[src/common/ssfp_pkg.sv]
// package: register map, field positions, modes and timing of the sync serial block
package ssfp_pkg;
  localparam int SSFP_AW = 12;
  localparam int SSFP_DW = 32;
  localparam logic [SSFP_AW-1:0] SSFP_PARAM_OFS  = 12'h000;
  localparam logic [SSFP_AW-1:0] SSFP_TRANSMIT_CONTROL_AND_FLAGS_OFS  = 12'h004;
  localparam logic [SSFP_AW-1:0] SSFP_TXDATA_OFS = 12'h008;
  localparam logic [SSFP_AW-1:0] SSFP_RXSTAT_OFS = 12'h00C;
  // line parameter fields
  localparam int SSFP_PR_MODE = 12;
  localparam int SSFP_PR_WLEN = 10;
  localparam int SSFP_PR_PEN  = 9;
  localparam int SSFP_PR_PSEN = 8;
  localparam int SSFP_PR_SYNC = 0;
  localparam logic [15:0] SSFP_PARAM_RST = 16'h0000;
  // transmit control and flags fields
  localparam int SSFP_TX_FILL   = 15;
  localparam int SSFP_TX_MDATA  = 14;
  localparam int SSFP_TX_SSCLK  = 13;
  localparam int SSFP_TX_LOOP   = 11;
  localparam int SSFP_TX_RXMON  = 10;
  localparam int SSFP_TX_MCLR   = 8;
  localparam int SSFP_TX_DONE   = 7;
  localparam int SSFP_TX_TXIE   = 6;
  localparam int SSFP_TX_FILLIE = 5;
  localparam int SSFP_TX_SEND   = 4;
  localparam int SSFP_TX_BRK    = 0;
  localparam logic [15:0] SSFP_TRANSMIT_CONTROL_AND_FLAGS_RW  = 16'h7879;
  localparam logic [15:0] SSFP_TRANSMIT_CONTROL_AND_FLAGS_RST = 16'h0000;
  // receive status fields
  localparam int SSFP_RX_PERR = 8;
  localparam int SSFP_RX_DONE = 9;
  localparam int SSFP_RX_LOCK = 10;
  // character and timing
  localparam logic [3:0] SSFP_MIN_BITS = 4'h5;
  localparam logic [3:0] SSFP_MAX_FRAME = 4'h9;
  localparam int SSFP_CHAR_W = 8;
  localparam int SSFP_FIFO_DEPTH = 16;
  localparam int SSFP_SYS_CLK_HZ = 50_000_000;
  localparam int SSFP_BIT_RATE_HZ = 9600;
  localparam int SSFP_BIT_CYCLES = SSFP_SYS_CLK_HZ / SSFP_BIT_RATE_HZ;
  typedef enum logic [1:0] {
    SSFP_MODE_ISO = 2'b00,
    SSFP_MODE_BAD = 2'b01,
    SSFP_MODE_EXT = 2'b10,
    SSFP_MODE_INT = 2'b11
  } ssfp_mode_e;
  typedef enum logic [1:0] {
    SSFP_LOOP_NORMAL = 2'b00,
    SSFP_LOOP_INT    = 2'b01,
    SSFP_LOOP_EXT    = 2'b10,
    SSFP_LOOP_TEST   = 2'b11
  } ssfp_loop_e;
  typedef enum logic {
    SSFP_RX_HUNT   = 1'b0,
    SSFP_RX_LOCKED = 1'b1
  } ssfp_rx_e;
endpackage

[src/common/ssfp_fifo_if.sv]
// interface: transmit character queue between register side and fifo
`timescale 1ns/1ps
`default_nettype none
interface ssfp_fifo_if #(parameter int W = 8) ();
  logic         push_valid;
  logic         push_ready;
  logic [W-1:0] push_data;
  logic         pop_valid;
  logic         pop_ready;
  logic [W-1:0] pop_data;
  logic         flush;
  modport user (output push_valid, push_data, pop_ready, flush,
                input  push_ready, pop_valid, pop_data);
  modport fifo (input  push_valid, push_data, pop_ready, flush,
                output push_ready, pop_valid, pop_data);
endinterface
`default_nettype wire

[src/hdl/ssfp_fifo.sv]
// module: transmit character fifo, depth a power of two
`timescale 1ns/1ps
`default_nettype none
module ssfp_fifo #(
  parameter int W     = 8,
  parameter int DEPTH = 16
) (
  input wire logic pclk,
  input wire logic presetn,
  ssfp_fifo_if.fifo q
);
  localparam int AW = $clog2(DEPTH);
  logic [W-1:0] mem [DEPTH];
  logic [AW:0]  wr_ptr;
  logic [AW:0]  rd_ptr;
  logic         full;
  logic         empty;

  assign full  = (wr_ptr[AW] != rd_ptr[AW]) && (wr_ptr[AW-1:0] == rd_ptr[AW-1:0]);
  assign empty = (wr_ptr == rd_ptr);
  assign q.push_ready = !full;
  assign q.pop_valid  = !empty;
  assign q.pop_data   = mem[rd_ptr[AW-1:0]];

  always_ff @(posedge pclk or negedge presetn) begin
    if (!presetn) begin
      wr_ptr <= '0;
    end else if (q.flush) begin
      wr_ptr <= '0;
    end else if (q.push_valid && !full) begin
      wr_ptr <= wr_ptr + 1'b1;
    end
  end

  always_ff @(posedge pclk or negedge presetn) begin
    if (!presetn) begin
      rd_ptr <= '0;
    end else if (q.flush) begin
      rd_ptr <= '0;
    end else if (q.pop_ready && !empty) begin
      rd_ptr <= rd_ptr + 1'b1;
    end
  end

  // storage has no reset: only slots behind the pointers are ever read
  always_ff @(posedge pclk) begin
    if (q.push_valid && !full && !q.flush) begin
      mem[wr_ptr[AW-1:0]] <= q.push_data;
    end
  end
endmodule // ssfp_fifo
`default_nettype wire

[src/hdl/ssfp_top.sv]
// module: sync serial transmitter/receiver with parity, sync and fill, apb slave
// How it works
// parity sense one even, zero odd
// transmitter appends parity bit itself
// receiver hunts sync character for framing
// late data in sync mode sends fill
// software loads within one character time
// fill sets fill flag, sync modes only
// fill flag with enable raises irq
// fill flag read-only, cleared by reads
// transmit status register bit layout
// unused status bits read zero; bit 3 is writable here and reads back what was written
// data resumes at character boundary only
// mode field selects clocking, others erroneous
// done set by start, cleared by load
// done with enable raises irq
// loop select picks maintenance mode
//
// Our own choices: the address map and the APB interface to the registers.
`timescale 1ns/1ps
`default_nettype none
module ssfp_top #(
  parameter int unsigned BIT_CYCLES = ssfp_pkg::SSFP_BIT_CYCLES,
  parameter int          FIFO_DEPTH = ssfp_pkg::SSFP_FIFO_DEPTH
) (
  input  wire logic                         pclk,
  input  wire logic                         presetn,
  input  wire logic                         psel,
  input  wire logic                         penable,
  input  wire logic                         pwrite,
  input  wire logic [ssfp_pkg::SSFP_AW-1:0] paddr,
  input  wire logic [ssfp_pkg::SSFP_DW-1:0] pwdata,
  output logic      [ssfp_pkg::SSFP_DW-1:0] prdata,
  output logic                              pready,
  output logic                              pslverr,
  input  wire logic                         modem_clk,
  input  wire logic                         rx_line,
  output logic                              tx_line,
  output logic                              tx_irq
);
  import ssfp_pkg::*;
  localparam int DW = $clog2(BIT_CYCLES + 1);

  ssfp_fifo_if #(.W(SSFP_CHAR_W)) txq ();

  logic [15:0] param_reg;
  logic [15:0] ctl;
  logic        fill_sent_flag;
  logic        done;
  logic        acc;
  logic        setup;
  logic        wr_data;
  logic        wr_en;
  logic        clr;
  logic        status_read_strobe;
  logic        rxstat_read;
  logic        unmapped;
  logic [15:0] rd_word;
  logic        mclk_s1;
  logic        mclk_s2;
  logic        mclk_s3;
  logic        rx_s1;
  logic        rx_s2;
  logic        ss_prev;
  logic [DW-1:0] div_cnt;
  logic        div_tick;
  logic        bit_tick;
  ssfp_mode_e  mode;
  ssfp_loop_e  loop_mode_select;
  logic [7:0]  sync_char;
  logic [1:0]  wlen;
  logic        par_en;
  logic        parity_sense_select;
  logic [3:0]  nbits;
  logic [3:0]  flen;
  logic [8:0]  fmask;
  logic        sync_mode;
  logic        send_en;
  logic [8:0]  tx_sh;
  logic [3:0]  tx_left;
  logic        tx_bit;
  logic        boundary;
  logic        char_start;
  logic        fill_start;
  logic [8:0]  tx_frame;
  logic [8:0]  sync_frame;
  logic        rx_in;
  ssfp_rx_e    rx_state;
  logic [8:0]  rx_win;
  logic [8:0]  next_win;
  logic [8:0]  rx_frame;
  logic [3:0]  rx_cnt;
  logic [7:0]  rx_data;
  logic        rx_perr;
  logic        rx_done;
  logic        rx_char;
  logic        rx_match;
  logic [8:0]  par_mask;

  // data bits, parity at bit n; even sense gives an even count of ones
  function automatic logic [8:0] ssfp_frame(input logic [7:0] d, input logic [3:0] n,
                                            input logic pen, input logic psen);
    logic [8:0] f;
    logic       p;
    f = '0;
    p = ~psen;
    for (int i = 0; i < 8; i++) begin
      if (i < int'(n)) begin
        f[i] = d[i];
        p = p ^ d[i];
      end
    end
    if (pen) begin
      f[n] = p;
    end
    return f;
  endfunction

  ssfp_fifo #(
    .W     (SSFP_CHAR_W),
    .DEPTH (FIFO_DEPTH)
  ) u_fifo (
    .pclk    (pclk),
    .presetn (presetn),
    .q       (txq)
  );

  // apb decode; a data write waits while the fifo is full
  assign acc      = psel && penable;
  assign setup    = psel && !penable;
  assign wr_data  = acc && pwrite && (paddr == SSFP_TXDATA_OFS);
  assign pready   = !(wr_data && !txq.push_ready);
  assign wr_en    = acc && pwrite && pready;
  assign clr      = wr_en && (paddr == SSFP_TRANSMIT_CONTROL_AND_FLAGS_OFS) && pwdata[SSFP_TX_MCLR];
  assign status_read_strobe = acc && !pwrite && pready && (paddr == SSFP_TRANSMIT_CONTROL_AND_FLAGS_OFS);
  assign rxstat_read = acc && !pwrite && pready && (paddr == SSFP_RXSTAT_OFS);
  assign unmapped = (paddr != SSFP_PARAM_OFS) && (paddr != SSFP_TRANSMIT_CONTROL_AND_FLAGS_OFS) &&
                    (paddr != SSFP_TXDATA_OFS) && (paddr != SSFP_RXSTAT_OFS);
  assign txq.push_valid = wr_data;
  assign txq.push_data  = pwdata[SSFP_CHAR_W-1:0];
  assign txq.flush      = clr;

  // status layout
  always_comb begin
    rd_word = 16'h0000;
    if (paddr == SSFP_TRANSMIT_CONTROL_AND_FLAGS_OFS) begin
      // unused zero, except bit 3, which reads back as written
      rd_word = ctl & SSFP_TRANSMIT_CONTROL_AND_FLAGS_RW;
      rd_word[SSFP_TX_FILL]  = fill_sent_flag;
      rd_word[SSFP_TX_RXMON] = rx_in;
      rd_word[SSFP_TX_DONE]  = done;
    end else if (paddr == SSFP_RXSTAT_OFS) begin
      rd_word[7:0]          = rx_data;
      rd_word[SSFP_RX_PERR] = rx_perr;
      rd_word[SSFP_RX_DONE] = rx_done;
      rd_word[SSFP_RX_LOCK] = (rx_state == SSFP_RX_LOCKED);
    end
  end

  // read data is sampled in setup so it stands through the access phase
  always_ff @(posedge pclk or negedge presetn) begin
    if (!presetn) begin
      prdata  <= '0;
      pslverr <= 1'b0;
    end else if (setup) begin
      prdata  <= {16'h0000, rd_word};
      pslverr <= unmapped;
    end
  end

  // line parameters are write-only and return zero on read
  always_ff @(posedge pclk or negedge presetn) begin
    if (!presetn) begin
      param_reg <= SSFP_PARAM_RST;
    end else if (clr) begin
      param_reg <= SSFP_PARAM_RST;
    end else if (wr_en && (paddr == SSFP_PARAM_OFS)) begin
      param_reg <= pwdata[15:0];
    end
  end

  // master clear wins over the value written with it
  always_ff @(posedge pclk or negedge presetn) begin
    if (!presetn) begin
      ctl <= SSFP_TRANSMIT_CONTROL_AND_FLAGS_RST;
    end else if (clr) begin
      ctl <= SSFP_TRANSMIT_CONTROL_AND_FLAGS_RST;
    end else if (wr_en && (paddr == SSFP_TRANSMIT_CONTROL_AND_FLAGS_OFS)) begin
      ctl <= pwdata[15:0] & SSFP_TRANSMIT_CONTROL_AND_FLAGS_RW;
    end
  end

  // clear on read
  // only a flag seen by the read is cleared, so a fill in between is kept
  always_ff @(posedge pclk or negedge presetn) begin
    if (!presetn) begin
      fill_sent_flag <= 1'b0;
    end else if (clr) begin
      fill_sent_flag <= 1'b0;
    end else if (fill_start) begin
      // fill sets flag
      fill_sent_flag <= 1'b1;
    end else if (status_read_strobe && prdata[SSFP_TX_FILL]) begin
      fill_sent_flag <= 1'b0;
    end
  end

  // done flag
  always_ff @(posedge pclk or negedge presetn) begin
    if (!presetn) begin
      done <= 1'b1;
    end else if (clr || char_start) begin
      done <= 1'b1;
    end else if (wr_data && txq.push_ready) begin
      done <= 1'b0;
    end
  end

  // fill irq
  // done irq
  always_ff @(posedge pclk or negedge presetn) begin
    if (!presetn) begin
      tx_irq <= 1'b0;
    end else begin
      tx_irq <= (done && ctl[SSFP_TX_TXIE]) || (fill_sent_flag && ctl[SSFP_TX_FILLIE]);
    end
  end

  // two-stage synchronisers for the modem clock and receive pin
  always_ff @(posedge pclk or negedge presetn) begin
    if (!presetn) begin
      mclk_s1 <= 1'b0;
      mclk_s2 <= 1'b0;
      mclk_s3 <= 1'b0;
      rx_s1   <= 1'b1;
      rx_s2   <= 1'b1;
      ss_prev <= 1'b0;
    end else begin
      mclk_s1 <= modem_clk;
      mclk_s2 <= mclk_s1;
      mclk_s3 <= mclk_s2;
      rx_s1   <= rx_line;
      rx_s2   <= rx_s1;
      ss_prev <= ctl[SSFP_TX_SSCLK];
    end
  end

  always_ff @(posedge pclk or negedge presetn) begin
    if (!presetn) begin
      div_cnt <= '0;
    end else if (div_tick) begin
      div_cnt <= '0;
    end else begin
      div_cnt <= div_cnt + 1'b1;
    end
  end
  assign div_tick = (div_cnt == DW'(BIT_CYCLES - 1));

  assign mode                = ssfp_mode_e'(param_reg[SSFP_PR_MODE +: 2]);
  assign wlen                = param_reg[SSFP_PR_WLEN +: 2];
  assign par_en              = param_reg[SSFP_PR_PEN];
  assign parity_sense_select = param_reg[SSFP_PR_PSEN];
  assign sync_char           = param_reg[SSFP_PR_SYNC +: 8];
  assign loop_mode_select    = ssfp_loop_e'(ctl[SSFP_TX_LOOP +: 2]);
  assign nbits = SSFP_MIN_BITS + {2'b00, wlen};
  assign flen  = nbits + {3'b000, par_en};
  assign fmask = 9'h1FF >> (SSFP_MAX_FRAME - flen);
  assign sync_mode = (mode == SSFP_MODE_INT) || (mode == SSFP_MODE_EXT);
  assign send_en   = ctl[SSFP_TX_SEND];

  // mode clocking
  // loop clocking
  // the internal and external loop modes step on the single-step bit; outside them mode 01 never steps
  always_comb begin
    bit_tick = 1'b0;
    if ((loop_mode_select == SSFP_LOOP_INT) || (loop_mode_select == SSFP_LOOP_EXT)) begin
      bit_tick = ctl[SSFP_TX_SSCLK] && !ss_prev;
    end else begin
      unique case (mode)
        SSFP_MODE_INT: bit_tick = div_tick;
        SSFP_MODE_ISO: bit_tick = div_tick;
        SSFP_MODE_EXT: bit_tick = mclk_s2 && !mclk_s3;
        SSFP_MODE_BAD: bit_tick = 1'b0;
      endcase
    end
  end

  // receive source
  always_comb begin
    unique case (loop_mode_select)
      SSFP_LOOP_NORMAL: rx_in = rx_s2;
      SSFP_LOOP_INT:    rx_in = tx_line;
      SSFP_LOOP_EXT:    rx_in = ctl[SSFP_TX_MDATA];
      SSFP_LOOP_TEST:   rx_in = rx_s2;
    endcase
  end

  // boundary only
  // a queued character is taken only when the previous frame is out
  assign boundary   = bit_tick && send_en && (tx_left == 4'h0) && !clr;
  assign char_start = boundary && txq.pop_valid;
  // fill on underrun
  assign fill_start = boundary && !txq.pop_valid && sync_mode;
  assign txq.pop_ready = char_start;
  // parity appended
  // parity sense
  assign tx_frame   = ssfp_frame(txq.pop_valid ? txq.pop_data : sync_char, nbits,
                                 par_en, parity_sense_select);
  assign sync_frame = ssfp_frame(sync_char, nbits, par_en, parity_sense_select);

  // frames go out low bit first; line marks between frames
  always_ff @(posedge pclk or negedge presetn) begin
    if (!presetn) begin
      tx_sh   <= '0;
      tx_left <= 4'h0;
      tx_bit  <= 1'b1;
    end else if (clr || !send_en) begin
      tx_sh   <= '0;
      tx_left <= 4'h0;
      tx_bit  <= 1'b1;
    end else if (bit_tick) begin
      if (tx_left != 4'h0) begin
        tx_bit  <= tx_sh[0];
        tx_sh   <= {1'b0, tx_sh[8:1]};
        tx_left <= tx_left - 4'h1;
      end else if (char_start || fill_start) begin
        tx_bit  <= tx_frame[0];
        tx_sh   <= {1'b0, tx_frame[8:1]};
        tx_left <= flen - 4'h1;
      end else begin
        tx_bit  <= 1'b1;
      end
    end
  end

  // break holds the line at space without disturbing the shifter
  always_ff @(posedge pclk or negedge presetn) begin
    if (!presetn) begin
      tx_line <= 1'b1;
    end else begin
      tx_line <= tx_bit && !ctl[SSFP_TX_BRK];
    end
  end

  // receiver: newest bit enters at the top of the window
  assign next_win = {rx_in, rx_win[8:1]};
  assign rx_frame = next_win >> (SSFP_MAX_FRAME - flen);
  assign par_mask = par_en ? (9'h001 << nbits) : 9'h000;
  // sync compare
  assign rx_match = bit_tick && (rx_state == SSFP_RX_HUNT) && ((rx_frame & fmask) == sync_frame);
  assign rx_char  = bit_tick && (rx_state == SSFP_RX_LOCKED) && (rx_cnt == flen - 4'h1);

  // any write to receive status restarts the hunt
  always_ff @(posedge pclk or negedge presetn) begin
    if (!presetn) begin
      rx_state <= SSFP_RX_HUNT;
      rx_win   <= 9'h1FF;
      rx_cnt   <= 4'h0;
    end else if (clr || (wr_en && (paddr == SSFP_RXSTAT_OFS))) begin
      rx_state <= SSFP_RX_HUNT;
      rx_win   <= 9'h1FF;
      rx_cnt   <= 4'h0;
    end else if (bit_tick) begin
      rx_win <= next_win;
      unique case (rx_state)
        SSFP_RX_HUNT: begin
          if (rx_match) begin
            rx_state <= SSFP_RX_LOCKED;
            rx_cnt   <= 4'h0;
          end
        end
        SSFP_RX_LOCKED: begin
          rx_cnt <= rx_char ? 4'h0 : rx_cnt + 4'h1;
        end
      endcase
    end
  end

  // parity check
  always_ff @(posedge pclk or negedge presetn) begin
    if (!presetn) begin
      rx_data <= 8'h00;
      rx_perr <= 1'b0;
    end else if (clr) begin
      rx_data <= 8'h00;
      rx_perr <= 1'b0;
    end else if (rx_char) begin
      rx_data <= rx_frame[7:0] & fmask[7:0] & ~par_mask[7:0];
      rx_perr <= par_en && ((rx_frame & fmask) !=
                 ssfp_frame(rx_frame[7:0], nbits, par_en, parity_sense_select));
    end
  end

  // a new character wins over the read that clears the flag
  always_ff @(posedge pclk or negedge presetn) begin
    if (!presetn) begin
      rx_done <= 1'b0;
    end else if (clr) begin
      rx_done <= 1'b0;
    end else if (rx_char) begin
      rx_done <= 1'b1;
    end else if (rxstat_read && prdata[SSFP_RX_DONE]) begin
      rx_done <= 1'b0;
    end
  end
endmodule // ssfp_top
`default_nettype wire

[config.mk]
export PLATFORM = sky130hd
export DESIGN_NAME = ssfp_top
export DESIGN_NICKNAME = d
export VERILOG_FILES = /design/src/common/ssfp_pkg.sv /design/src/common/ssfp_fifo_if.sv /design/src/hdl/ssfp_fifo.sv /design/src/hdl/ssfp_top.sv
export SDC_FILE = /design/constraint.sdc
export NUM_CORES = 1
export LEC_CHECK = 0
export BUFFER_PORTS_ARGS = -buffer_cell sky130_fd_sc_hd__buf_2
export CORE_MARGIN = 1
export CORE_UTILIZATION = 55
export DETAILED_ROUTE_END_ITERATION = 10
export PLACE_DENSITY = 0.74
export SYNTH_ARGS = -nofsm -noshare
export SYNTH_HDL_FRONTEND = slang
export SYNTH_HIERARCHICAL = 1
export SYNTH_SLANG_ARGS = --single-unit
[constraint.sdc]
create_clock -name pclk -period 4.43 [get_ports pclk]
set_input_delay 0 -clock pclk [delete_from_list [all_inputs] [get_ports pclk]]
set_output_delay 0 -clock pclk [all_outputs]
set_load 0.1 [all_outputs]
Word-level counts from Yosys, hierarchy flattened --
Memory sizes are Yosys's and may differ from the RTL's. Cells that the tools add are included.
Operators by class: add/sub/neg operators 9, multipliers 0, div/mod/pow operators 0, magnitude comparators 10, equal/unequal tests 20, shift operators 3, mux-type cells 144, bitwise gates (word level) 30, reduce and logical (&&, ||, !) cells 78
Operators with widths (number):
- 1-bit two-way mux | 102
- 9-bit two-way mux | 11
- 1-bit logical AND | 40
- 4-bit two-way mux | 8
- 8-bit two-way mux | 4
- 15-bit two-way mux | 2
- 14-bit two-way mux | 2
- 9-bit bitwise mux | 3
- 5-bit two-way mux | 5
- 12-bit by 4-bit equality test with 1-bit output (second input constant) | 2
- 12-bit by 4-bit inequality test with 1-bit output (second input constant) | 2
- 1-bit XOR | 24
- 11-bit two-way mux | 2
- 8-bit bitwise AND | 2
- 3-bit by 4-bit < comparator with 1-bit output (first input constant) | 4
- 2-bit nonzero test | 8
- 13-bit by 1-bit adder with 13-bit output (second input constant) | 1
- 13-bit equality test (second input constant) | 1
- 13-bit two-way mux | 1
- 12-bit by 3-bit equality test with 1-bit output (second input constant) | 1
- 12-bit logical NOT | 1
- 12-bit by 3-bit inequality test with 1-bit output (second input constant) | 1
- 12-bit nonzero test | 1
- 5-bit by 1-bit adder with 5-bit output (second input constant) | 2
- other kinds (34) | 64
Word-level totals: bits in registers 117, bits in latches 0, RAM bits 128, memory bits (read-only) 0, input bits 51, output and inout bits 36, memories kept 1
Memory list:
- u_fifo.mem | words 16, bits a word 8, rd ports 1, clocked after memory_dff 0, wr ports 1, line ssfp_fifo.sv:13 | logic [W-1:0] mem [DEPTH];

Depth between registers and ports, before layout --
Gate-level depths: netlist of run 1.
depth after elaboration 45, mapped depth 19

Hierarchy --
Netlist of run 1, hierarchy kept.
By module, submodules not included:
- ssfp_top | times used 1, cells an instance 679, area an instance 6299.8 um^2, sequential area each 2493.6 um^2
- ssfp_fifo | times used 1, cells an instance 330, area an instance 5724.2 um^2, sequential area each 4093.9 um^2

Worst setup path after synthesis of run 1 --
OpenSTA, ideal clock, no wires.
kind flip-flop to flip-flop, start register param_reg[10], end register rx_perr, data arrival time 4.103 ns, data required time 4.311 ns, path slack 0.208 ns, cell stages (with the launch flop) 19, period minus slack after synthesis 4.222 ns, cells stage by stage dfrtp_1 -> inv_1 -> ha_1 -> inv_1 -> fa_1 -> buf_2 -> inv_1 -> ha_1 -> buf_4 -> buf_6 -> o21ai_0 -> o211ai_1 -> a221oi_2 -> xor2_2 -> xor3_2 -> nand2_1 -> xnor2_1 -> o211ai_2 -> o21a_1
Between the ends: word-level cells in the longest chain between the ends 44, elaborated cells on any way between the ends 87, those cells by class add/sub: 4; order compare: 10; eq/ne: 2; shift: 2; mux: 56; bitwise: 9; reduce/logical: 4
Ends and longest elaborated chain:
- from (decl) | line ssfp_top.sv:46 | logic [15:0] param_reg;
- from (signal assigned) | line ssfp_top.sv:178 | param_reg <= pwdata[15:0];
- 3-bit by 2-bit adder with 4-bit output * | line ssfp_top.sv:265 | assign nbits = SSFP_MIN_BITS + {2'b00, wlen};
- 4-bit by 1-bit adder with 4-bit output | line ssfp_top.sv:266 | assign flen = nbits + {3'b000, par_en};
- 4-bit subtractor | line ssfp_top.sv:267, ssfp_top.sv:347
- 9-bit by 4-bit right shift with 9-bit output | line ssfp_top.sv:347 | assign rx_frame = next_win >> (SSFP_MAX_FRAME - flen);
- 1-bit XOR | line ssfp_top.sv:110 | p = p ^ d[i];
- 1-bit two-way mux | line ssfp_top.sv:108 | if (i < int'(n)) begin
- 1-bit two-way mux | line ssfp_top.sv:387 | end else if (rx_char) begin
- 1-bit two-way mux | line ssfp_top.sv:384 | end else if (clr) begin
- [... 28 more ...]
- 9-bit bitwise mux | line ssfp_top.sv:114 | f[n] = p;
- 9-bit two-way mux | line ssfp_top.sv:113 | if (pen) begin
- 9-bit two-way mux | line ssfp_top.sv:387
- 9-bit two-way mux | line ssfp_top.sv:384
- 9-bit inequality test | line ssfp_top.sv:389 | rx_perr <= par_en && ((rx_frame & fmask) !=
- 1-bit logical AND | line ssfp_top.sv:389
- 1-bit two-way mux | line ssfp_top.sv:387
- 1-bit two-way mux | line ssfp_top.sv:384
- to (signal assigned) | line ssfp_top.sv:389
- to (decl) | line ssfp_top.sv:94 | logic rx_perr;
Every way passes the cells marked *; elsewhere a longest branch is shown, timed or not. The select of a mux whose other input is x is not followed. A chain may end at the register's enable or synchronous reset.

Worst setup path in the final report of run 1 --
start register param_reg[11], end register rx_perr
Same word-level chain as after synthesis.

==> metrics.md, run 1 <==
| Metric | Value |
|---|---|
| R2R Path Start | param_reg[11] |
| Worst setup path class | flip-flop to flip-flop |
| Switching Share | 0.219 |
| Hold EP | prdata[12] |
| Vias | 8052 |
| Sw power | 983 uW |
| Vias in the first global route | 7757 |
| Final max-slew violation count | 0 |
| TritonCTS clock tree | done |
| F_max | 241 MHz |
| Setup Skew | 0.0217 ns |
| Hold Crit Start | paddr[3] |
| Clk slew on worst S/H paths | 0.06 ns |
| Routed WL | 27.2 mm |
| FILL cells | 1635 |
| Final GP Congestion | 0.880 |
| Number of synthesized flops with an enable pin | 128 |
| Synth warn | 6 |
| Status | finished clean |
| Reg2reg setup slack | 0.27 ns |
| Largest net degree at the start of global routing | 66 |
| Initial Utilization | 0.567 |
| I/O Pins | 87 |
| Clk sink count | 237 |
| Synthesized flop and latch total | 237 |
| Worst r2r path cells | 14 |
| Clk pwr share | 0.440 |
| Critical path's slowest cell | fa_1 |
| PortBufs | 53 |
| Count leader, synth | edfxtp_1 |
| Worst path arrival time | 4.58 ns |
| RSZ-0062 raised after global routing | no |
| Cell area after synthesis | 0.0120 mm^2 |
| Crit-path leading delay family | adder cells |
| Gate Count Post-Synth | 1009 |
| DRC | 0 |
| Layout area overhead | 12.4% |
| Post-layout util | 0.637 |
| Worst Path Max Fanout | 14 |
| Post-synth top area share | 0.320 |
| Antenna diodes | 0 |
| Post-synth top cells | edfxtp_1 (128), nand2_1 (110), dfrtp_1 (96) |
| Ys async rst share | 0.460 |
| Peak VDD IR | 304 uV |
| H-tree Lvls | 1 |
| Clk_lat worst skew | 0.54 ns |
| Endpoints failing setup | 0 |
| First-pass GRT wire length | 42.4 mm |
| CTS Buffer Depth | 3 |
| HP Class | primary input to flip-flop |
| Final hold vios | 0 |
| TNS Setup | 0 ns |
| Crit-path cells | inv_1 > fa_1 > inv_1 > ha_2 > buf_4 > and2_1 > o211ai_2 > nor2_1 > mux2i_2 > xnor2_2 > mux2i_1 > mux2i_1 > o211ai_2 > o21a_1 |
| Placed Instance Area | 0.0125 mm^2 |
| Final std cells w/o fill | 1374 |
| Chip Width | 150 um |
| Post-synthesis cell type count | 83 |
| Seq pwr share | 0.520 |
| Max cap viols | 0 |
| Critical Path RT | 4.85 ns |
| Internal power | 3500 uW |
| Syn avg cell area | 11.9 um^2 |
| Worst Max-Slew Pin Slew | 1.06 ns |
| Drt via density | 5.86 |
| Final period util | 0.938 |
| Initial detailed-routing violation count | 662 |
| DP Cell Count | 1306 |
| Drt pass-1 iters | 4 |
| Sequential cell area fraction in the yosys report | 0.548 |
| Buf/Inv on CP | 3 |
| Initial antenna violation count | 0 |
| DPL Wire Length | 18.1 mm |
| Min Hold Slack | 0.0287 ns |
| Max incr delay on CP | 0.60 ns |
| All-Layer GR Usage | 0.249 |
| Core area | 0.0212 mm^2 |
| TritonCTS buffer count | 25 |
| DRT antenna net count | 0 |
| Max reg flops | 128 |
| Root buffer cell | clkbuf_16 |
| Die height | 150 um |
| Nets | 1162 |
| WL per Instance | 19.8 um |
| Crit end category | flip-flop |
| Pleak | 0.00526 uW |
| Die area | 0.0225 mm^2 |
| Crit path time final | 4.16 ns |
| Final Cell Area | 0.0135 mm^2 |
| Ys flop type | edfxtp_1 |
| Power per cell area | 332 mW/mm^2 |
| Row Count | 53 |
| Comb pwr share | 0.040 |
| Worst Hold Depth | 3 |
| Setup crit start kind | flip-flop |
| Worst rel slew slack | 0.294 |
| GR Overflow Total | 0 |
| Worst R2R End | rx_perr |
| Main area contributors after synthesis | edfxtp_1 (32%), dfrtp_1 (20%), mux2i_1 (5.8%), nand2_1 (3.4%), mux4_2 (3.2%) |
| Synth area leader | edfxtp_1 |
| Layout cell share with drive strength beyond 1 | 0.163 |
how the worst max path moves through the flow:
stage | start | endpoint | slack, ns | cells after the start
after floorplan | param_reg[10] | rx_perr | 0.21 | 18
after global placement | param_reg[10] | rx_perr | 0.35 | 16
after detailed placement | param_reg[11] | rx_perr | 0.15 | 14
after CTS | param_reg[11] | rx_perr | 0.16 | 14
after global routing | param_reg[11] | rx_perr | 0.06 | 14
final | param_reg[11] | rx_perr | 0.27 | 14
layer usage:
| layer | wire length [um] | global-route usage |
|---|---|---|
| met1 | 12100 | 0.344 |
| met3 | 1520 | 0.0363 |
| met5 | 0 | 0 |
| met4 | 823 | 0.0808 |
| met2 | 12800 | 0.404 |
layout make-up:
cell class / count / area (um^2) / share of cell area
multi-input cells: 700 / 5070 / 0.375
flip-flops and latches: 237 / 6590 / 0.487
repair buffers: 96 / 663 / 0.0491
inverters: 22 / 82.6 / 0.00611
clock inverters: 4 / 40.0 / 0.00296
well taps: 275 / 344 / 0.0255
clock buffers: 40 / 732 / 0.0541
tightest hold or removal path, delay by kind of cell:
family / cells / cell delay, ns
AND/OR/NAND/NOR: 1 / 0.22
buffers and inverters: 1 / 0.18
AO/OA/AOI/OAI: 1 / 0.10
metrics by stage:
stage               total power, uW  setup slack, ns
global placement               2540            0.351
CTS                            4510            0.155
finish                         4490            0.274
detailed placement             2540            0.154
floorplan                      2490            0.208
global route                   4610           0.0567
placed cells by master, fill, tap and decap left out, types with 10 or more instances in the layout:
cell type / instances
a221oi_1: 18
a21oi_1: 31
xor2_1: 23
buf_4: 19
nor2_1: 74
nand3_1: 23
a22oi_1: 17
buf_2: 52
o21ai_0: 61
dfrtp_1: 95
nand2_1: 110
xnor2_1: 31
nor3_1: 14
mux2i_1: 69
mux2_2: 12
ha_1: 27
nor2b_1: 18
edfxtp_1: 128
dlygate4sd3_1: 24
dfstp_2: 13
mux4_2: 17
inv_1: 21
clkbuf_1: 10
and3_1: 26
nand2b_1: 14
conb_1: 16
clkbuf_16: 25
what timing repair did:
action | in CTS | in global routing
hold endpoints to repair | 222 | 0
hold buffers | 24 | 0
buffers inserted | 0 | 0
endpoints found under the setup margin | 0 | 2
gates resized for setup | 0 | 3
logic make-up after synthesis:
group	synth area share
flip-flops	0.548
other	0.000312
AO/OA/AOI/OAI	0.101
XOR/XNOR	0.0520
AND/OR/NAND/NOR	0.129
adder cells (fa/ha/maj)	0.0308
multiplexers	0.102
buffers and inverters	0.0367
power by group through the flow:
stage | combinational, uW | clock, uW | sequential (uW)
CTS | 180 | 2000 | 2340
detailed placement | 164 | 0 | 2380
global route | 192 | 2090 | 2330
floorplan | 98.9 | 0 | 2390
finish | 179 | 1970 | 2340
global placement | 162 | 0 | 2380
Power figures use the tool's default switching activity.
==> run 2: changes to the inputs <==
Settings changed: CTS_BUF_LIST set to sky130_fd_sc_hd__clkbuf_16.
==> run 2 against run 1 <==
Compared with the run above: critical path depth is the same; worst hold slack gained 0.0013 ns; setup slack gained 0.020 ns; largest power group unchanged; highest routed layer unchanged.
==> metrics.md, run 2 (synthesized netlist as in run 1, its figures left out) <==
| Metric | Value |
|---|---|
| Routed WL | 27.2 mm |
| Largest net degree at the start of global routing | 66 |
| Worst Path Max Fanout | 14 |
| RSZ-0062 raised after global routing | no |
| Critical Path RT | 4.86 ns |
| Crit end category | flip-flop |
| Clk sink count | 237 |
| Crit path time final | 4.14 ns |
| Final period util | 0.934 |
| Flip-flop and latch area | 0.00659 mm^2 |
| FILL cells | 1648 |
| I/O Pins | 87 |
| Endpoints failing setup | 0 |
| Vias | 8090 |
| All-Layer GR Usage | 0.249 |
| Root buffer cell | clkbuf_16 |
| Chip Width | 150 um |
| Max cap viols | 0 |
| Status | finished clean |
| Setup crit start kind | flip-flop |
| Commonest non-fill, non-tap cell in the layout | edfxtp_1 |
| Clk_lat worst skew | 0.54 ns |
| Post-layout util | 0.635 |
| Internal power | 3390 uW |
| Peak VDD IR | 303 uV |
| Clk pwr share | 0.426 |
| Row Count | 53 |
| TritonCTS clock tree | done |
| Final hold vios | 0 |
| Seq pwr share | 0.533 |
| F_max | 242 MHz |
| Comb pwr share | 0.041 |
| Initial detailed-routing violation count | 624 |
| Area taken by multi-input logic gates | 0.00507 mm^2 |
| Initial antenna violation count | 0 |
| Clk slew on worst S/H paths | 0.06 ns |
| Vias in the first global route | 7769 |
| Sw power | 985 uW |
| Post-CTS setup buffers | 0 |
| H-tree Lvls | 1 |
| Power per cell area | 325 mW/mm^2 |
| PortBufs | 53 |
| CTS Buffer Depth | 3 |
| Max reg flops | 128 |
| GR Overflow Total | 0 |
| WL per Instance | 19.8 um |
| Worst setup path class | flip-flop to flip-flop |
| Switching Share | 0.225 |
| Final GP Congestion | 0.880 |
| Core area | 0.0212 mm^2 |
| Final max-slew violation count | 0 |
| Worst Max-Slew Pin Slew | 1.04 ns |
| Nets | 1162 |
| DRT antenna net count | 0 |
| HP Class | primary input to flip-flop |
| Commonest cells after routing, fill and taps aside | edfxtp_1 (128), nand2_1 (110), dfrtp_1 (95) |
| Layout area overhead | 12.0% |
| Initial Utilization | 0.567 |
| DPL Wire Length | 18.1 mm |
| Drt pass-1 iters | 5 |
| TritonCTS buffer count | 25 |
| Pleak | 0.00527 uW |
| DRC | 0 |
| Die height | 150 um |
| Layout cell share with drive strength beyond 1 | 0.158 |
| Drt via density | 5.89 |
| TNS Setup | 0 ns |
| Die area | 0.0225 mm^2 |
| Worst path arrival time | 4.56 ns |
| First-pass GRT wire length | 42.5 mm |
| Antenna diodes | 0 |
| Setup Skew | 0.0227 ns |
| Worst rel slew slack | 0.305 |
-- run 2: path summary, 6_finish.rpt --
kind                       slack [ns]          to  depth (start not counted)          start
setup reg to reg                 0.29     rx_perr                         14  param_reg[11]
setup / recovery                 0.29     rx_perr                         14  param_reg[11]
hold / removal                   0.03  prdata[12]                          3       paddr[3]
max in group asynchronous        3.22    rx_state                          3        presetn
min in group asynchronous        0.12     mclk_s1                          2        presetn
hold reg to reg                  0.36       rx_s2                          0          rx_s1
-- run 2: routing by layer --
| layer | vias to the layer above | global-route usage | share of wire |
|---|---|---|---|
| met5 | - | 0 | 0 |
| met4 | 0 | 0.0788 | 0.030 |
| met3 | 57 | 0.0375 | 0.054 |
| met2 | 291 | 0.407 | 0.47 |
| met1 | 3938 | 0.343 | 0.45 |
| li1 | 3804 | - | - |
-- run 2: worst max-delay path, cell delays in order, from the launching register on --
cell and delay [ns]:
dfrtp_1 0.43, inv_1 0.15, fa_1 0.59, inv_1 0.15, ha_2 0.50, buf_4 0.21, and2_1 0.20, o211ai_2 0.17
nor2_1 0.21, mux2i_2 0.39, xnor2_2 0.21, mux2i_1 0.28, mux2i_1 0.25, o211ai_2 0.11, o21a_1 0.17
-- run 2: layout make-up --
class,count,share of cell area
clock buffers,25,0.0464
clock inverters,19,0.00715
inverters,22,0.00613
multi-input cells,700,0.376
flip-flops and latches,237,0.489
well taps,275,0.0255
repair buffers,96,0.0492
-- run 2: stage by stage --
| stage | power, uW | hold slack, ns | setup WS, ns | instances | instance area (um^2) |
|---|---|---|---|---|---|
| detailed placement | 2540 | 0.112 | 0.154 | 1306 | 12500 |
| finish | 4380 | 0.0301 | 0.294 | 1374 | 13500 |
| CTS | 4400 | 0.00101 | 0.155 | 1374 | 13500 |
| global route | 4510 | 0.0273 | 0.0567 | 1374 | 13500 |
| global placement | 2540 | 0.109 | 0.351 | 1306 | 12500 |
| floorplan | 2490 | -0.296 | 0.208 | 1024 | 12100 |
-- run 2: power by group through the flow --
stage                     registers [uW]  logic [uW]  clock network, uW
final                               2340         179               1870
after global routing                2330         192               1980
after CTS                           2340         180               1890
after detailed placement            2380         164                  0
after global placement              2380         162                  0
after floorplan                     2390        98.9                  0
-- run 2: what timing repair did --
| item | CTS | global route |
|---|---|---|
| hold buffers | 24 | 0 |
| endpoints found under the hold margin | 222 | 0 |
| resized for setup | 0 | 3 |
| setup endpoints to repair | 0 | 2 |
==> run 3: changes to the inputs <==
Settings changed: SYNTH_HIERARCHICAL 1 to unset.
==> run 3 against run 2 <==
Compared with the run above: synthesized cell count fell by 9.0%; routed wire length fell by 2.2%; clock power rose by 19%; final area fell by 0.85%; power rose by 8.0%; die area fell by 3.2%; critical path depth rose by 2.
==> metrics.md, run 3 <==
| Metric | Value |
|---|---|
| Clk slew on worst S/H paths | 0.07 ns |
| Clk_lat worst skew | 0.54 ns |
| Crit-path leading delay family | XOR/XNOR gates |
| Drt via density | 5.85 |
| Post-CTS setup buffers | 0 |
| Drt pass-1 iters | 5 |
| Worst setup path class | flip-flop to flip-flop |
| HP Class | primary input to flip-flop |
| Ys flop type | edfxtp_1 |
| Layout area overhead | 14.8% |
| Routed WL | 26.7 mm |
| Power per cell area | 354 mW/mm^2 |
| Worst r2r path cells | 16 |
| Die area | 0.0217 mm^2 |
| Initial antenna violation count | 0 |
| I/O Pins | 87 |
| Root buffer cell | clkbuf_16 |
| Ys async rst share | 0.460 |
| Final hold vios | 0 |
| Setup Skew | 0.0132 ns |
| Crit end category | flip-flop |
| Area taken by multi-input logic gates | 0.00470 mm^2 |
| Layout cell share with drive strength beyond 1 | 0.184 |
| Sequential cell area fraction in the yosys report | 0.566 |
| Commonest cells after routing, fill and taps aside | edfxtp_1 (128), dfrtp_1 (95), nand2_1 (92) |
| Initial detailed-routing violation count | 613 |
| Synth warn | 0 |
| Peak VDD IR | 506 uV |
| Max cap viols | 0 |
| Vias in the first global route | 7666 |
| DPL Wire Length | 17.5 mm |
| H-tree Lvls | 1 |
| Commonest non-fill, non-tap cell in the layout | edfxtp_1 |
| Worst path arrival time | 4.55 ns |
| F_max | 240 MHz |
| Post-synth top cells | edfxtp_1 (128), dfrtp_1 (96), nand2_1 (92) |
| Number of synthesized flops with an enable pin | 128 |
| Final Cell Area | 0.0134 mm^2 |
| Clk sink count | 237 |
| Pleak | 0.00525 uW |
| Setup crit start kind | flip-flop |
| Max incr delay on CP | 0.46 ns |
| Worst Path Max Fanout | 16 |
| Worst rel slew slack | 0.316 |
| WL per Instance | 20.6 um |
| Reg2reg setup slack | 0.26 ns |
| Synth area leader | edfxtp_1 |
| First-pass GRT wire length | 42.3 mm |
| Row Count | 52 |
| All-Layer GR Usage | 0.255 |
| TritonCTS clock tree | done |
| Placed Instance Area | 0.0122 mm^2 |
| DRC | 0 |
| Largest net degree at the start of global routing | 74 |
| Min Hold Slack | 0.102 ns |
| Post-synth top area share | 0.331 |
| Endpoints failing setup | 0 |
| Max reg flops | 128 |
| Worst Max-Slew Pin Slew | 1.02 ns |
| PortBufs | 53 |
| Critical path's slowest cell | fa_2 |
| Nets | 1083 |
| Worst Hold Depth | 2 |
| Die height | 147 um |
| Flip-flop and latch area | 0.00659 mm^2 |
| Buf/Inv on CP | 3 |
| Antenna diodes | 0 |
| Gate Count Post-Synth | 918 |
| Crit-path cells | inv_1 > ha_1 > inv_1 > fa_2 > buf_4 > ha_1 > xnor2_1 > nor3_1 > a2bb2oi_2 > xor2_1 > xor3_1 > o21a_1 > or3_1 > xor2_1 > nor4_2 > a311oi_1 |
| Critical Path RT | 4.81 ns |
| Vias | 7547 |
| Initial Utilization | 0.567 |
| Status | finished clean |
| Crit path time final | 4.17 ns |
| Syn avg cell area | 12.7 um^2 |
| Core area | 0.0205 mm^2 |
| Count leader, synth | edfxtp_1 |
| Final GP Congestion | 0.908 |
| DRT antenna net count | 0 |
| Critical path depth in cells | 16 |
| GR Overflow Total | 0 |
| Post-synthesis cell type count | 69 |
| CTS Buffer Depth | 3 |
| Synthesized flop and latch total | 237 |
| Main area contributors after synthesis | edfxtp_1 (33%), dfrtp_1 (21%), mux4_2 (7.9%), mux2i_1 (3.8%), ha_1 (3.0%) |
| Final period util | 0.941 |
| FILL cells | 1493 |
| Final max-slew violation count | 0 |
| Cell area after synthesis | 0.0116 mm^2 |
| TritonCTS buffer count | 24 |
| Chip Width | 147 um |
==> run 3: cell types whose count changed after synthesis, sizes merged, moves of 6 or more <==
cell | before | now
and3 | 26 | 8
nor2 | 74 | 84
a22o | 5 | 11
nand2 | 111 | 92
mux2i | 71 | 44
o21ai | 63 | 26
a221oi | 20 | 1
a22oi | 17 | 3
mux2 | 12 | 5
nor3 | 17 | 23
mux4 | 17 | 43
nand2b | 14 | 6
nand3 | 24 | 17
==> run 3: area by class of cell <==
| class | instances | area share |
|---|---|---|
| flip-flops and latches | 237 | 0.493 |
| multi-input cells | 610 | 0.352 |
| repair buffers | 106 | 0.0573 |
| clock buffers | 24 | 0.0450 |
| well taps | 270 | 0.0253 |
| clock inverters | 20 | 0.0207 |
| inverters | 24 | 0.00675 |
==> run 3: logic make-up (layout without fill, tap and decap cells) <==
kind of cell	after synthesis	in the layout	share of synthesized area
and+or+nand+nor	288	288	0.118
other	1	16	0.000322
muxes	92	92	0.127
xor gates and xnor gates	62	62	0.0503
adders and majority gates	29	29	0.0318
AOI/OAI and AO/OA	123	123	0.0698
DFF	237	237	0.566
buffers and inverters	86	174	0.0368
==> run 3: metrics by stage <==
| step | power (uW) | setup TNS, ns | worst slack (ns) | utilization | cells |
|---|---|---|---|---|---|
| floorplan | 2470 | 0 | 0.0225 | - | 933 |
| global placement | 2530 | 0 | 0.377 | 0.594 | 1217 |
| CTS | 4760 | 0 | 0.203 | 0.651 | 1291 |
| global route | 4850 | -0.00568 | -0.00568 | 0.652 | 1291 |
| finish | 4730 | 0 | 0.261 | 0.652 | 1291 |
| detailed placement | 2530 | 0 | 0.239 | 0.594 | 1217 |
==> run 3: repair_timing <==
| item | CTS | global route |
|---|---|---|
| endpoints found under the setup margin | 0 | 5 |
| gates resized for setup | 0 | 3 |
| endpoints found under the hold margin | 225 | 0 |
| hold buffers | 30 | 0 |
==> run 3: where the power goes <==
| part | total, uW | internal [uW] | switching [uW] |
|---|---|---|---|
| combinational | 172 | 38.9 | 133 |
| clock | 2230 | 1350 | 878 |
| sequential | 2330 | 2330 | 1.59 |
==> run 3: metal layers <==
layer | wire length, um | up-vias | global-route usage
met3 | 1300 | 59 | 0.0420
met2 | 13400 | 258 | 0.432
li1 | - | 3492 | -
met5 | 0 | - | 0
met1 | 11200 | 3738 | 0.334
met4 | 810 | 0 | 0.0876
==> run 3: final timing paths <==
kind | startpoint | end
worst max-delay path | param_reg[10] | rx_perr
worst min-delay path | modem_clk | mclk_s1
worst max register to register | param_reg[10] | rx_perr
worst min register to register | mclk_s1 | mclk_s2
max in group asynchronous | presetn | tx_bit
min in group asynchronous | presetn | rx_data[6]
==> run 3: worst register-to-register path: cells and delay by family (launching register included) <==
family / cells / cell delay [ns]
xor+xnor: 4 / 1.10
fa+ha+maj: 3 / 0.93
simple gates: 3 / 0.72
compound gates: 3 / 0.45
flops: 1 / 0.44
buf+inv: 3 / 0.37
